**src/include/svss_pkg.sv**
```systemverilog
// svss_pkg: constants for the serial voltage bus slave and start-up block
package svss_pkg;

  // ==========================================================
  // register map (byte addresses on the axi4-lite port)
  localparam logic [3:0] SVSS_OFF_CTRL = 4'h0;
  localparam logic [3:0] SVSS_OFF_STATUS = 4'h4;
  localparam logic [3:0] SVSS_OFF_TARGET = 4'h8;
  localparam logic [3:0] SVSS_OFF_COUNT = 4'hc;
  localparam int SVSS_ADDR_W = 4;

  // ctrl fields and reset value
  localparam int SVSS_CTRL_BUS_EN = 0;
  localparam int SVSS_CTRL_LL_ALLOW = 1;
  localparam logic [1:0] SVSS_CTRL_RESET = 2'h3;

  // axi responses
  localparam logic [1:0] SVSS_RESP_OKAY = 2'h0;
  localparam logic [1:0] SVSS_RESP_SLVERR = 2'h2;

  // ==========================================================
  // serial bus fields
  localparam logic [2:0] SVSS_ADDR_PATTERN = 3'h6;
  localparam logic [6:0] SVSS_OFF_CODE_MIN = 7'h7c;
  localparam int SVSS_CODE_W = 7;

  // boot codes for (clock,data) 11,10,01,00: 0.8 V, 0.9 V, 1.0 V, 1.1 V
  localparam logic [27:0] SVSS_BOOT_TABLE = {7'h3c, 7'h34, 7'h2c, 7'h24};
  // fixed-voltage codes for (clock,data) 11,10,01,00: 0.8 V, 1.0 V, 1.2 V, 1.4 V
  localparam logic [27:0] SVSS_VFIX_TABLE = {7'h3c, 7'h2c, 7'h1c, 7'h0c};

  // ==========================================================
  // state encodings, gray along the usual path
  typedef enum logic [1:0] {
    SVSS_SEQ_OFF = 2'h0,
    SVSS_SEQ_SOFT = 2'h1,
    SVSS_SEQ_WAIT_OK = 2'h3,
    SVSS_SEQ_RUN = 2'h2
  } svss_seq_t;

  typedef enum logic [2:0] {
    SVSS_BUS_IDLE = 3'h0,
    SVSS_BUS_ADDR = 3'h1,
    SVSS_BUS_ACK_A = 3'h3,
    SVSS_BUS_DATA = 3'h2,
    SVSS_BUS_ACK_D = 3'h6,
    SVSS_BUS_STOP = 3'h7,
    SVSS_BUS_IGNORE = 3'h5
  } svss_bus_t;

endpackage : svss_pkg

```
**src/design/svss_sync.sv**
```systemverilog
// svss_sync: two-flop synchroniser for asynchronous pin levels
`timescale 1ns/1ns
module svss_sync #(
  parameter int WIDTH = 1
) (
  // clock and reset
  input wire logic clk,
  input wire logic rst_n,
  // levels
  input wire logic [WIDTH-1:0] d,
  output logic [WIDTH-1:0] q
);

  logic [WIDTH-1:0] meta;

  // first stage feeds only the second stage
  always_ff @(posedge clk) begin
    if (!rst_n) begin
      meta <= '0;
      q <= '0;
    end else begin
      meta <= d;
      q <= meta;
    end
  end

endmodule : svss_sync

```
**src/design/svss_top.sv**
```systemverilog
// svss_top: serial voltage bus slave with boot-code start-up and axi4-lite status
//
// Decided for this implementation: the placing of the registers and the AXI4-Lite slave port.
`timescale 1ns/1ns
module svss_top (
  // clock and reset
  input wire logic aclk,
  input wire logic aresetn,
  // axi4-lite write address and data
  input wire logic s_axi_awvalid,
  output logic s_axi_awready,
  input wire logic [svss_pkg::SVSS_ADDR_W-1:0] s_axi_awaddr,
  input wire logic s_axi_wvalid,
  output logic s_axi_wready,
  input wire logic [31:0] s_axi_wdata,
  input wire logic [3:0] s_axi_wstrb,
  // axi4-lite write response
  output logic s_axi_bvalid,
  input wire logic s_axi_bready,
  output logic [1:0] s_axi_bresp,
  // axi4-lite read
  input wire logic s_axi_arvalid,
  output logic s_axi_arready,
  input wire logic [svss_pkg::SVSS_ADDR_W-1:0] s_axi_araddr,
  output logic s_axi_rvalid,
  input wire logic s_axi_rready,
  output logic [31:0] s_axi_rdata,
  output logic [1:0] s_axi_rresp,
  // start-up pins
  input wire logic enable_pin,
  input wire logic type_select_line,
  input wire logic cpu_power_ok,
  input wire logic fixed_voltage_n,
  input wire logic in_regulation,
  output logic regulator_power_good,
  // serial voltage bus pins, data line is open drain
  input wire logic serial_vid_clock_line,
  input wire logic serial_vid_data_line,
  output logic serial_vid_data_level,
  output logic serial_vid_data_enable,
  // plane targets toward the regulation loops
  output logic [svss_pkg::SVSS_CODE_W-1:0] core_target_code,
  output logic core_plane_on,
  output logic [svss_pkg::SVSS_CODE_W-1:0] northbridge_plane_code,
  output logic northbridge_plane_on,
  output logic light_load_hint_n
);
  import svss_pkg::*;

  // ==========================================================
  // pin synchronisation and edge detection
  logic [6:0] pins_sync;
  logic en_q, scl_q, sda_q;

  svss_sync #(.WIDTH(7)) u_sync (
    .clk(aclk),
    .rst_n(aresetn),
    .d({enable_pin, type_select_line, serial_vid_clock_line, serial_vid_data_line,
        cpu_power_ok, fixed_voltage_n, in_regulation}),
    .q(pins_sync)
  );

  wire en_s = pins_sync[6];
  wire type_s = pins_sync[5];
  wire scl_s = pins_sync[4];
  wire sda_s = pins_sync[3];
  wire pok_s = pins_sync[2];
  wire fixed_s = pins_sync[1];
  wire inreg_s = pins_sync[0];

  // previous levels for edge finding, taken from the synchronised copies
  always_ff @(posedge aclk) begin
    if (!aresetn) begin
      en_q <= 1'b0;
      scl_q <= 1'b0;
      sda_q <= 1'b0;
    end else begin
      en_q <= en_s;
      scl_q <= scl_s;
      sda_q <= sda_s;
    end
  end

  wire en_rise = en_s & ~en_q;
  wire scl_rise = scl_s & ~scl_q;
  wire scl_fall = ~scl_s & scl_q;
  wire start_det = scl_s & scl_q & sda_q & ~sda_s;
  wire stop_det = scl_s & scl_q & ~sda_q & sda_s;

  // ==========================================================
  // start-up sequencer
  svss_seq_t seq, next_seq;
  logic serial_mode;
  logic [1:0] boot_code;
  logic [1:0] ctrl;

  // enable low drops the sequence, bus and plane targets back, acting as the block's soft reset; ctrl and the counters keep their values
  always_comb begin
    next_seq = seq;
    if (!en_s) begin
      next_seq = SVSS_SEQ_OFF;
    end else begin
      unique case (seq)
        SVSS_SEQ_OFF: if (en_rise && !type_s) next_seq = SVSS_SEQ_SOFT;
        SVSS_SEQ_SOFT: if (inreg_s) next_seq = SVSS_SEQ_WAIT_OK;
        SVSS_SEQ_WAIT_OK: if (pok_s) next_seq = SVSS_SEQ_RUN;
        SVSS_SEQ_RUN: if (!pok_s) next_seq = SVSS_SEQ_WAIT_OK;
      endcase
    end
  end

  always_ff @(posedge aclk) begin
    if (!aresetn) begin
      seq <= SVSS_SEQ_OFF;
    end else begin
      seq <= next_seq;
    end
  end

  // mode and boot code caught at the enable rising edge
  always_ff @(posedge aclk) begin
    if (!aresetn) begin
      serial_mode <= 1'b0;
      boot_code <= 2'h0;
    end else if (!en_s) begin
      serial_mode <= 1'b0;
    end else if (en_rise) begin
      serial_mode <= ~type_s;
      if (!type_s) boot_code <= {scl_s, sda_s};
    end
  end

  // power-good follows regulation only once soft-start is done; plane on/off plays no part
  always_ff @(posedge aclk) begin
    if (!aresetn) begin
      regulator_power_good <= 1'b0;
    end else begin
      regulator_power_good <= inreg_s && (next_seq == SVSS_SEQ_WAIT_OK || next_seq == SVSS_SEQ_RUN);
    end
  end

  wire run = (seq == SVSS_SEQ_RUN) && pok_s;
  wire bus_en = ctrl[SVSS_CTRL_BUS_EN];

  // ==========================================================
  // serial bus receiver
  svss_bus_t bus, next_bus;
  logic [2:0] bit_cnt;
  logic [7:0] shreg;
  logic [1:0] addr_sel;
  logic [7:0] data_byte;
  logic ack_on;

  wire addr_ok = (shreg[6:4] == SVSS_ADDR_PATTERN) && !sda_s && bus_en;
  wire last_bit = scl_rise && (bit_cnt == 3'h7);

  always_comb begin
    next_bus = bus;
    if (!run || stop_det) begin
      next_bus = SVSS_BUS_IDLE;
    end else if (start_det) begin
      next_bus = SVSS_BUS_ADDR;
    end else begin
      unique case (bus)
        SVSS_BUS_ADDR: if (last_bit) next_bus = addr_ok ? SVSS_BUS_ACK_A : SVSS_BUS_IGNORE;
        SVSS_BUS_ACK_A: if (scl_fall && ack_on) next_bus = SVSS_BUS_DATA;
        SVSS_BUS_DATA: if (last_bit) next_bus = SVSS_BUS_ACK_D;
        SVSS_BUS_ACK_D: if (scl_fall && ack_on) next_bus = SVSS_BUS_STOP;
        SVSS_BUS_IDLE, SVSS_BUS_STOP, SVSS_BUS_IGNORE: next_bus = bus;
        default: next_bus = SVSS_BUS_IDLE;
      endcase
    end
  end

  wire in_ack = (bus == SVSS_BUS_ACK_A) || (bus == SVSS_BUS_ACK_D);
  wire shifting = (bus == SVSS_BUS_ADDR) || (bus == SVSS_BUS_DATA);

  // shift on clock rise; ack is driven from one falling edge to the next
  always_ff @(posedge aclk) begin
    if (!aresetn) begin
      bus <= SVSS_BUS_IDLE;
      bit_cnt <= 3'h0;
      shreg <= 8'h00;
      ack_on <= 1'b0;
    end else begin
      bus <= next_bus;
      if (start_det || !run) bit_cnt <= 3'h0;
      else if (shifting && scl_rise) bit_cnt <= bit_cnt + 3'h1;
      if (shifting && scl_rise) shreg <= {shreg[6:0], sda_s};
      if (next_bus != bus || !in_ack) ack_on <= 1'b0;
      else if (scl_fall) ack_on <= 1'b1;
    end
  end

  // address selection and data byte captured at their last bit
  always_ff @(posedge aclk) begin
    if (!aresetn) begin
      addr_sel <= 2'h0;
      data_byte <= 8'h00;
    end else begin
      if (bus == SVSS_BUS_ADDR && last_bit) addr_sel <= shreg[1:0];
      if (bus == SVSS_BUS_DATA && last_bit) data_byte <= {shreg[6:0], sda_s};
    end
  end

  // open drain: only ever pull low, and never outside a running bus
  assign serial_vid_data_level = 1'b0;
  assign serial_vid_data_enable = ack_on && in_ack && run;

  // ==========================================================
  // plane targets
  logic [6:0] core_code, nb_code;
  logic core_on, nb_on, light_n;

  wire cmd_apply = stop_det && (bus == SVSS_BUS_STOP) && run;
  wire apply_core = cmd_apply && addr_sel[1];
  wire apply_nb = cmd_apply && addr_sel[0];
  wire code_on = data_byte[6:0] < SVSS_OFF_CODE_MIN;
  wire [1:0] boot_pick = en_rise ? {scl_s, sda_s} : boot_code;
  wire [6:0] boot_v = SVSS_BOOT_TABLE[7*boot_pick +: 7];
  wire [6:0] vfix_v = SVSS_VFIX_TABLE[7*{scl_s, sda_s} +: 7];
  wire load_boot = (next_seq == SVSS_SEQ_SOFT) || (next_seq == SVSS_SEQ_WAIT_OK);
  wire fixed_on = !fixed_s && en_s;

  always_ff @(posedge aclk) begin
    if (!aresetn || next_seq == SVSS_SEQ_OFF) begin
      core_code <= 7'h00;
      nb_code <= 7'h00;
      core_on <= 1'b0;
      nb_on <= 1'b0;
      light_n <= 1'b1;
    end else if (load_boot) begin
      core_code <= boot_v;
      nb_code <= boot_v;
      core_on <= 1'b1;
      nb_on <= 1'b1;
      light_n <= 1'b1;
    end else if (cmd_apply) begin
      light_n <= data_byte[7];
      if (apply_core) begin
        core_code <= data_byte[6:0];
        core_on <= code_on;
      end
      if (apply_nb) begin
        nb_code <= data_byte[6:0];
        nb_on <= code_on;
      end
    end
  end

  // outputs: fixed mode overrides the stored targets while the pin is low and enable is high
  always_ff @(posedge aclk) begin
    if (!aresetn) begin
      core_target_code <= 7'h00;
      northbridge_plane_code <= 7'h00;
      core_plane_on <= 1'b0;
      northbridge_plane_on <= 1'b0;
      light_load_hint_n <= 1'b1;
    end else begin
      core_target_code <= fixed_on ? vfix_v : core_code;
      northbridge_plane_code <= fixed_on ? vfix_v : nb_code;
      core_plane_on <= fixed_on | core_on;
      northbridge_plane_on <= fixed_on | nb_on;
      light_load_hint_n <= light_n | ~ctrl[SVSS_CTRL_LL_ALLOW];
    end
  end

  // ==========================================================
  // counters: applied commands and refused addresses
  logic [15:0] applied_cnt, refused_cnt;

  always_ff @(posedge aclk) begin
    if (!aresetn) begin
      applied_cnt <= 16'h0000;
      refused_cnt <= 16'h0000;
    end else begin
      if (cmd_apply) applied_cnt <= applied_cnt + 16'h0001;
      if (next_bus == SVSS_BUS_IGNORE && bus == SVSS_BUS_ADDR) refused_cnt <= refused_cnt + 16'h0001;
    end
  end

  // ==========================================================
  // axi4-lite slave: one outstanding write and one read
  logic aw_held, w_held;
  logic [SVSS_ADDR_W-1:0] aw_addr;
  logic [31:0] w_data;
  logic [3:0] w_strb;

  assign s_axi_awready = !aw_held;
  assign s_axi_wready = !w_held;
  assign s_axi_arready = !s_axi_rvalid;

  wire do_write = aw_held && w_held && !s_axi_bvalid;
  wire wr_ctrl = aw_addr == SVSS_OFF_CTRL;
  wire wr_known = wr_ctrl || aw_addr == SVSS_OFF_STATUS || aw_addr == SVSS_OFF_TARGET || aw_addr == SVSS_OFF_COUNT;
  wire [31:0] status_v = {21'h0, bus, fixed_on, ~light_n, regulator_power_good, boot_code, serial_mode, seq};
  wire [31:0] target_v = {16'h0, nb_on, nb_code, core_on, core_code};
  wire rd_known = s_axi_araddr == SVSS_OFF_CTRL || s_axi_araddr == SVSS_OFF_STATUS ||
                  s_axi_araddr == SVSS_OFF_TARGET || s_axi_araddr == SVSS_OFF_COUNT;
  wire [31:0] rd_v = (s_axi_araddr == SVSS_OFF_CTRL) ? {30'h0, ctrl} :
                     (s_axi_araddr == SVSS_OFF_STATUS) ? status_v :
                     (s_axi_araddr == SVSS_OFF_TARGET) ? target_v :
                     (s_axi_araddr == SVSS_OFF_COUNT) ? {refused_cnt, applied_cnt} : 32'h0;

  // address and data may arrive in either order; response once both are held
  always_ff @(posedge aclk) begin
    if (!aresetn) begin
      aw_held <= 1'b0;
      w_held <= 1'b0;
      aw_addr <= '0;
      w_data <= 32'h0;
      w_strb <= 4'h0;
      s_axi_bvalid <= 1'b0;
      s_axi_bresp <= SVSS_RESP_OKAY;
      ctrl <= SVSS_CTRL_RESET;
    end else begin
      if (s_axi_awvalid && !aw_held) begin
        aw_held <= 1'b1;
        aw_addr <= s_axi_awaddr;
      end else if (do_write) begin
        aw_held <= 1'b0;
      end
      if (s_axi_wvalid && !w_held) begin
        w_held <= 1'b1;
        w_data <= s_axi_wdata;
        w_strb <= s_axi_wstrb;
      end else if (do_write) begin
        w_held <= 1'b0;
      end
      if (do_write) begin
        s_axi_bvalid <= 1'b1;
        s_axi_bresp <= wr_known ? SVSS_RESP_OKAY : SVSS_RESP_SLVERR;
        if (wr_ctrl && w_strb[0]) ctrl <= w_data[1:0];
      end else if (s_axi_bready) begin
        s_axi_bvalid <= 1'b0;
      end
    end
  end

  // reads answer one cycle after the address is taken
  always_ff @(posedge aclk) begin
    if (!aresetn) begin
      s_axi_rvalid <= 1'b0;
      s_axi_rdata <= 32'h0;
      s_axi_rresp <= SVSS_RESP_OKAY;
    end else if (s_axi_arvalid && !s_axi_rvalid) begin
      s_axi_rvalid <= 1'b1;
      s_axi_rdata <= rd_v;
      s_axi_rresp <= rd_known ? SVSS_RESP_OKAY : SVSS_RESP_SLVERR;
    end else if (s_axi_rready) begin
      s_axi_rvalid <= 1'b0;
    end
  end
endmodule : svss_top

```
**config.mk**
```make
export PLATFORM = sky130hd
export DESIGN_NAME = svss_top
export DESIGN_NICKNAME = d
export VERILOG_FILES = /design/src/include/svss_pkg.sv /design/src/design/svss_sync.sv /design/src/design/svss_top.sv
export SDC_FILE = /design/constraint.sdc
export NUM_CORES = 1
export LEC_CHECK = 0
export ABC_AREA = 1
export ABC_CLOCK_PERIOD_IN_PS = 3100
export BUFFER_PORTS_ARGS = -buffer_cell sky130_fd_sc_hd__buf_2
export CORE_UTILIZATION = 43
export CTS_CLUSTER_SIZE = 20
export DETAILED_ROUTE_END_ITERATION = 10
export PLACE_DENSITY = 0.71
export REMOVE_ABC_BUFFERS = 1
export SLEW_MARGIN = 20
export SYNTH_ARGS = -nofsm -noshare
export SYNTH_HDL_FRONTEND = slang
export SYNTH_HIERARCHICAL = 1
export SYNTH_SLANG_ARGS = --single-unit
```
**constraint.sdc**
```tcl
create_clock -name aclk -period 3.1 [get_ports aclk]
set_clock_uncertainty 0.15 [all_clocks]
set_input_delay 0.31 -clock aclk [delete_from_list [all_inputs] [get_ports aclk]]
set_output_delay 0.31 -clock aclk [all_outputs]
set_load 0.01 [all_outputs]
```
==> results by stage, run 1 <==
Timing:
- In this run the tightest slew margin relative to its limit is 0.525.
- The final period demand of the worst path is 2.11 ns.
- The transition time of the tightest slew-check pin is 0.713 ns.
- The part of the cycle the worst path needs is 0.680.
- The maximum frequency from static timing analysis is approximately 470 MHz.
- Setup repair after global routing left no endpoint under its margin.
- The hold violation total from the final report was 0.
- The number of max-slew violations in the final report is 0.
- The final total negative setup slack is 0 ns.
- The total of endpoints with negative setup slack in the final report is 0.

Logic synthesis:
- The post-synthesis instance total is 909.
- The total number of yosys warnings is 6.
- The synthesized area per cell is 7.50 sq um.
- The area share of the largest cell type after synthesis is 0.470.
- In this run, synthesis inferred 0 flip-flops with an integrated enable.
- The proportion of synthesized chip area in sequential cells is 0.470.
- After synthesis the cells add up to just under 7000 sq um.
- Among all cell types in the netlist, the one instantiated most often is dfxtp_1.
- The number of different library cells in the post-synthesis netlist is 42.
- After synthesis, the most frequently instantiated cells are dfxtp_1, nand2_1, nor2_1, inv_1, a21oi_1.
- The share of synthesized registers carrying an async set or reset is 0.
- For this run, the leading register cell type out of synthesis is dfxtp_1.
- By area the synthesized netlist is led by dfxtp_1, nand2_1, nor2_1, a21oi_1, inv_1.
- In this run, synthesis produced a sequential element count of 160.
- The largest total area in the synthesized netlist belongs to dfxtp_1.

Critical path:
- The critical path's slowest cell is inv_2.
- The critical path in this run is classified as reg2reg.
- Of all nets on the critical path, the largest fanout is 28.
- Data on the critical path arrives at its endpoint at 2.32 ns.
- STA classifies the critical path startpoint as a flop.
- On the worst path, the slowest cell contributes a delay of approximately 0.48 ns.
- The critical path data required time is between 3 and 4 ns.
- STA classifies the critical path endpoint as a flop.
- Traced cell by cell, the critical path runs through inv_1 > nand2_1 > inv_2 > buf_4 > o211ai_1 > a21oi_1.

Layout:
- The share of post-route cells with drive strength above 1 is 0.178.
- The number of antenna diodes in the final layout is 0.
- Relative to the synthesized area, the layout overhead comes to 19.1%.
- The sequential standard cell area is 3200 sq um.
- The final net count is 1063.
- The layout has between 1500 and 2000 filler cells.
- The multi-input combinational cells in the finished layout cover a total of 2950 sq um.

GRT:
- The number of antenna violations at the first check in global routing is 0.
- The first global-routing pass estimated 25.9 mm of wire.
- The largest net degree at the start of global routing is 73.
- The number of global-route vias before repair is 5363.
- In the global route stage, overall resource usage came out at 0.201.
- The remaining global-route overflow is 0.

Routing:
- Dividing the detail-routed wire length by the instance count gives 12.9 um.
- The final layout contains routed wiring with a total length of 15.7 mm.
- Before antenna repair, the detailed router went through 5 iterations.
- After detailed routing, the number of vias per cell comes to 4.87.
- The via count is just under 6000.
- The iteration-0 DRC count of the detailed router is 478.
- The detail route stage leaves a number of antenna-violating nets equal to 0.
- The post-route DRC violation count is 0.

CTS:
- The buffer count from post-CTS setup fixing is 0.
- The number of sinks handled by clock tree synthesis is 160.
- The number of buffers inserted during clock tree synthesis is 17.
- The clock passes through at most 2 buffers.
- The clock latency on the worst-skew pair is 0.43 ns.
- CTS built an H-tree with a depth of 4.
- CTS placed an instance of clkbuf_16 at the clock tree root.
- The clock-pin slew of the registers on the worst-case setup and hold paths is 0.07 ns.
- TritonCTS built the clock tree.

Pwr:
- The share of total power dissipated in sequential elements is 0.476.
- Of the total power, the share spent switching nets is 0.239.
- Across the VDD grid, the largest voltage drop is between 400 and 500 uV.
- The design draws 4450 uW.
- For this design the static power due to leakage is 0.00336 uW.
- For this design the ratio of total power to cell area is about 550 nW/um^2.
- The proportion of power drawn by the clock network is 0.478.
- The share of total power dissipated in combinational logic is 0.046.
- The internal power of the cells totals 3380 uW.
- The net load switching power is 1060 uW.

Floorplanning:
- The count of boundary I/O pins is between 100 and 150.
- The placeable core region is 15300 sq um.
- The vertical die dimension is 128 um.
- In this run the horizontal extent of the chip is 128 um.
- For this configuration, the core starts out at a cell density of 0.445.
- Row generation in the floorplan step produced 45 rows.
- The die covers 16400 sq um.

Placed design:
- The congestion estimate from routability-driven global placement came to 0.907.
- The number of I/O port buffers is 82.
- The detailed placement HPWL is about 11 mm.

Run status:
- The flow ran to the end, and the final reports show no timing, DRC or antenna violations.

Flow run:
- The max-cap violation count is 0.

Hold path:
- The min-delay analysis places its worst path in the category in2reg.
-- final timing paths --
kind | start | to | slack [ns] | cells past startpoint
max reg2reg | s_axi_rvalid | s_axi_rdata[6] | 0.99 | 6
max | s_axi_rvalid | s_axi_rdata[6] | 0.99 | 6
min | s_axi_araddr[0] | s_axi_rresp[1] | 0.02 | 3
min reg2reg | u_sync/meta[5] | u_sync/q[5] | 0.26 | 2
-- cell families (layout without fill, tap and decap cells) --
logic type,count (synthesis),count (layout),share of synthesized area
buffers and inverters,166,269,0.0996
other,1,3,0.000550
XOR/XNOR,6,6,0.00770
adder cells (fa/ha/maj),4,4,0.00734
AND/OR/NAND/NOR,368,368,0.256
multiplexers,1,1,0.00147
flip-flops,160,160,0.470
AO/OA/AOI/OAI,203,203,0.158
-- cell usage in the layout (no fill, tap or decap), types with 4 or more instances in the layout --
cell type	instances
inv_6	8
buf_4	5
nor2_1	117
o22ai_1	15
dfxtp_1	160
buf_2	82
a21oi_1	85
nor3_1	16
nor2_4	12
xor2_1	6
nand4_1	16
clkinv_1	4
inv_1	113
inv_2	15
nand3_2	5
dlygate4sd3_1	15
ha_1	4
nand2_2	7
nand3_1	24
o21ai_0	70
o21ai_1	19
nand2_1	154
clkbuf_16	17
o211ai_1	4
nand2_4	5
-- layout make-up --
| type | instances | area share |
|---|---|---|
| Sequential cell | 160 | 0.394 |
| Multi-Input combinational cell | 585 | 0.363 |
| Timing Repair Buffer | 102 | 0.0736 |
| Inverter | 135 | 0.0635 |
| Clock buffer | 17 | 0.0524 |
| Tap cell | 211 | 0.0325 |
| Clock inverter | 15 | 0.0211 |
-- what timing repair did --
action                                 4_1_cts  5_1_grt
gates resized for setup                      0        0
hold buffers                                15        0
setup endpoints to repair                    0        0
endpoints found under the hold margin       15        0
-- per-layer routing --
layer / part of all wire / GRT usage / wire (um) / up-vias
met2: 0.45 / 0.326 / 7140 / 174
li1: - / - / - / 3119
met3: 0.059 / 0.0463 / 930 / 19
met5: 0 / 0 / 0 / -
met1: 0.47 / 0.265 / 7450 / 2649
met4: 0.014 / 0.0664 / 223 / 0
-- critical path, delay by kind of cell (launching register included) --
kind | cells | cell delay, ns
DFF | 1 | 0.30
AOI/OAI and AO/OA | 2 | 0.32
and+or+nand+nor | 1 | 0.35
buffers and inverters | 3 | 0.90
-- registers in the layout, indices dropped and copies added, names as in the netlist, 3 cells and up --
signal / flops
applied_cnt: 16
aw_addr: 4
bit_cnt: 3
bus: 3
core_code: 7
core_target_code: 7
data_byte: 8
nb_code: 7
northbridge_plane_code: 7
refused_cnt: 16
s_axi_rdata: 32
shreg: 7
u_sync/meta: 7
u_sync/q: 7
-- per-stage QoR --
step / util / std cells / setup WS (ns) / area [sq um] / hold slack, ns
floorplan: - / 880 / 1.25 / 6670 / 0.236
global placement: 0.482 / 1178 / 1.01 / 7380 / 0.247
detailed placement: 0.482 / 1178 / 0.999 / 7380 / 0.246
CTS: 0.530 / 1225 / 0.990 / 8120 / 0.00181
global route: 0.530 / 1225 / 0.805 / 8120 / 0.0133
finish: 0.530 / 1225 / 0.993 / 8120 / 0.0209
-- power groups by stage --
stage                     clock network, uW  logic (uW)  registers [uW]
final                                  2120         206            2120
after global routing                   2230         231            2120
after CTS                              2150         205            2120
after detailed placement                  0         190            2160
after global placement                    0         187            2160
after floorplan                           0        93.6            2170
No activity file was read; power rests on OpenSTA's default activity.
==> inputs of run 2 (changes only) <==
ABC_CLOCK_PERIOD_IN_PS = 1800   (was 3100)
PLACE_DENSITY = 0.73   (was 0.71)
clock period = 1.8 ns   (was 3.1 ns; I/O delays follow)
==> results by stage, run 2 (synthesis gave the netlist of run 1 again) <==
Run status:
- The run finished with clean final reports.

Pwr:
- The worst-case IR drop observed on VDD is 704 uV.
- The analysis attributes to cell leakage a power of between 0.003 and 0.004 uW.
- The power density over the cells is between 900 and 1000 nW/um^2.

Critical path:
- STA puts the critical path data arrival time at 1.93 ns.
- Counting cells, the worst reg-to-reg path comes to 11.
- The critical path class is reg2reg.
- The startpoint identified for the worst register-to-register timing path is bit_cnt[0].
- The worst setup path is launched from a flop.
- Of all nets on the critical path, the largest fanout is 8.
- Across all register-to-register paths, the minimum setup slack is around 0.036 ns.
- The type of destination of the critical path is a flop.
- The reg-to-reg critical path endpoint is refused_cnt[11].
- STA puts the critical path data required time at a little under 2 ns.

Layout:
- The library cell used most frequently in the layout, excluding fill and tap cells, is nand2_1.
- The largest registers in the layout are s_axi_rdata x32, applied_cnt x16, refused_cnt x16.
- The sequential standard cell area is roughly 3200 sq um.
- Leaving out fill and tap cells, the most frequent cells in the layout are nand2_1, dfxtp_1, inv_1, nor2_1, a21oi_1.
- For this run, the share of the core covered by cells in the final layout is 0.558.
- In the final layout, the multi-input gates occupy 3010 sq um.
- The filler cells instantiated in the layout total 1430.
- The register with the most flip-flops in the layout has 32 of them.
- In the final layout, the share of cells above drive strength 1 is 0.214.
- The final net count is 1098.
- 0 antenna diodes ended up in the layout.
- The register with the most flip-flops in the final layout is s_axi_rdata.
- From synthesis to final layout, the design area changed by 25.2%.

Floorplanning:
- The floorplan step defined a die boundary enclosing 16400 sq um.
- The vertical die dimension is between 100 and 150 um.
- The floorplan step defined a core boundary enclosing 15300 sq um.
- Row generation in the floorplan step produced 45 rows.
- The horizontal extent of the die is 128 um.
- The count of boundary I/O pins is 119.
- For this configuration, the core starts out at a cell density of 0.445.

Timing:
- The hold violation total from the final report was 0.
- The maximum frequency from static timing analysis is 567 MHz.
- Setup repair after global routing could not meet its margin everywhere.
- The number of max-slew violations in the final report is 0.
- After layout, the minimum clock period comes to approximately 1.8 ns.
- The part of the cycle the worst path needs is 0.980.
- The total of endpoints with negative setup slack in the final report is 0.
- Setup slack closes at about 0.036 ns.

Placed design:
- The placer congestion estimate is 0.879.
- The detailed placement HPWL is 11.2 mm.
- The number of I/O port buffers is 82.
- Before CTS, the worst setup slack after placement is -0.0394 ns.

Hold path:
- The worst hold path belongs to the class in2reg.
- The worst hold path was traced through 5 stages.
- The worst hold path begins at s_axi_arvalid.
- The path with the worst hold slack has its endpoint at s_axi_rdata[14].

CTS:
- The cell sitting at the root of the clock tree is a clkbuf_16.
- The H-tree was split into 4 levels.
- The longest clock path from root to sink contains 2 buffers.
- Clock-pin slew was measured on the worst setup and hold paths at 0.06 ns.
- Clock latency on the worst-skew pair, taken at its later pin, is 0.43 ns.
- Clock tree synthesis inserted a total of 17 buffers.
- The number of sinks handled by clock tree synthesis is 160.
- TritonCTS built the clock tree.

Flow run:
- The max-cap violation count is 0.

GRT:
- The largest net degree at the start of global routing is 82.
- The number of global-route vias before repair is 5776.
- For this run, the total global-route usage over all layers was measured as 0.213.
- The first global-routing pass estimated 27.4 mm of wire.
- The number of antenna violations at the first check in global routing is 0.
- Global routing finished with a remaining overflow of 0.

Routing:
- The count of nets left with antenna violations once routing finished came out at 0.
- The first TritonRoute pass finished after 5 iterations.
- The detailed-route wire length per cell is 13.1 um.
- The final layout contains routed wiring with a total length of ~17 mm.
- The final route contains 6185 vias.
- The iteration-0 DRC count of the detailed router is 389.
- Using the TritonRoute via totals, the vias-per-cell ratio works out to 4.91.
- After detailed routing, the number of remaining DRC violations is 0.
==> run 2: power by group <==
part | switching (uW) | leakage, uW | internal (uW)
logic | 235 | 0.00195 | 150
registers | 34.6 | 0.00130 | 3610
clock network | 1510 | 0.000306 | 2340
total | 1780 | 0.00356 | 6100
==> run 2: repair_timing <==
item                                    in CTS  in global routing
pin swaps                                    3                  6
buffers inserted                             3                  3
endpoints found under the setup margin      10                 36
resized for setup                            6                 19
hold buffers                                21                  0
endpoints found under the hold margin       23                  0
==> run 2: layout make-up <==
class                   count  area share
repair buffers            137       0.105
clock inverters            15      0.0245
clock buffers              17      0.0498
well taps                 211      0.0309
flip-flops and latches    160       0.377
inverters                 135      0.0603
multi-input cells         585       0.353
==> run 2: metrics by stage <==
stage,hold slack [ns],area (sq um),setup TNS [ns],power [uW],std cells
floorplan,0.115,6670,-0.115,3900,880
global placement,0.217,7570,0,4060,1201
detailed placement,0.214,7570,-0.239,4070,1201
CTS,0.0432,8460,0,7940,1257
global route,0.0824,8540,-0.455,8120,1260
finish,0.0473,8540,0,7880,1260
==> run 2: worst max-delay path, cell delays in order, from the launching register on <==
cell and delay [ns]:
dfxtp_2 0.35, ha_4 0.14, ha_4 0.13, nand3_4 0.08
nor2_4 0.18, nor2_4 0.06, nand2_4 0.09, nand3_4 0.15
clkinv_4 0.12, nand3_1 0.07, nand2_1 0.07, nor2_1 0.04
==> run 2: worst max path at each step <==
| stage | start | to |
|---|---|---|
| final | bit_cnt[0] | refused_cnt[11] |
| after global routing | bit_cnt[0] | refused_cnt[6] |
| after CTS | bit_cnt[0] | refused_cnt[11] |
| after detailed placement | bit_cnt[1] | refused_cnt[9] |
| after global placement | bit_cnt[0] | refused_cnt[6] |
| after floorplan | s_axi_rvalid | s_axi_rdata[0] |
==> run 2: routing by layer <==
metal  global-route usage  up-vias  share of wire
met3               0.0455       30          0.043
li1                     -     3188              -
met5                    0        -              0
met4               0.0789        0          0.021
met1                0.270     2801           0.47
met2                0.356      166           0.47
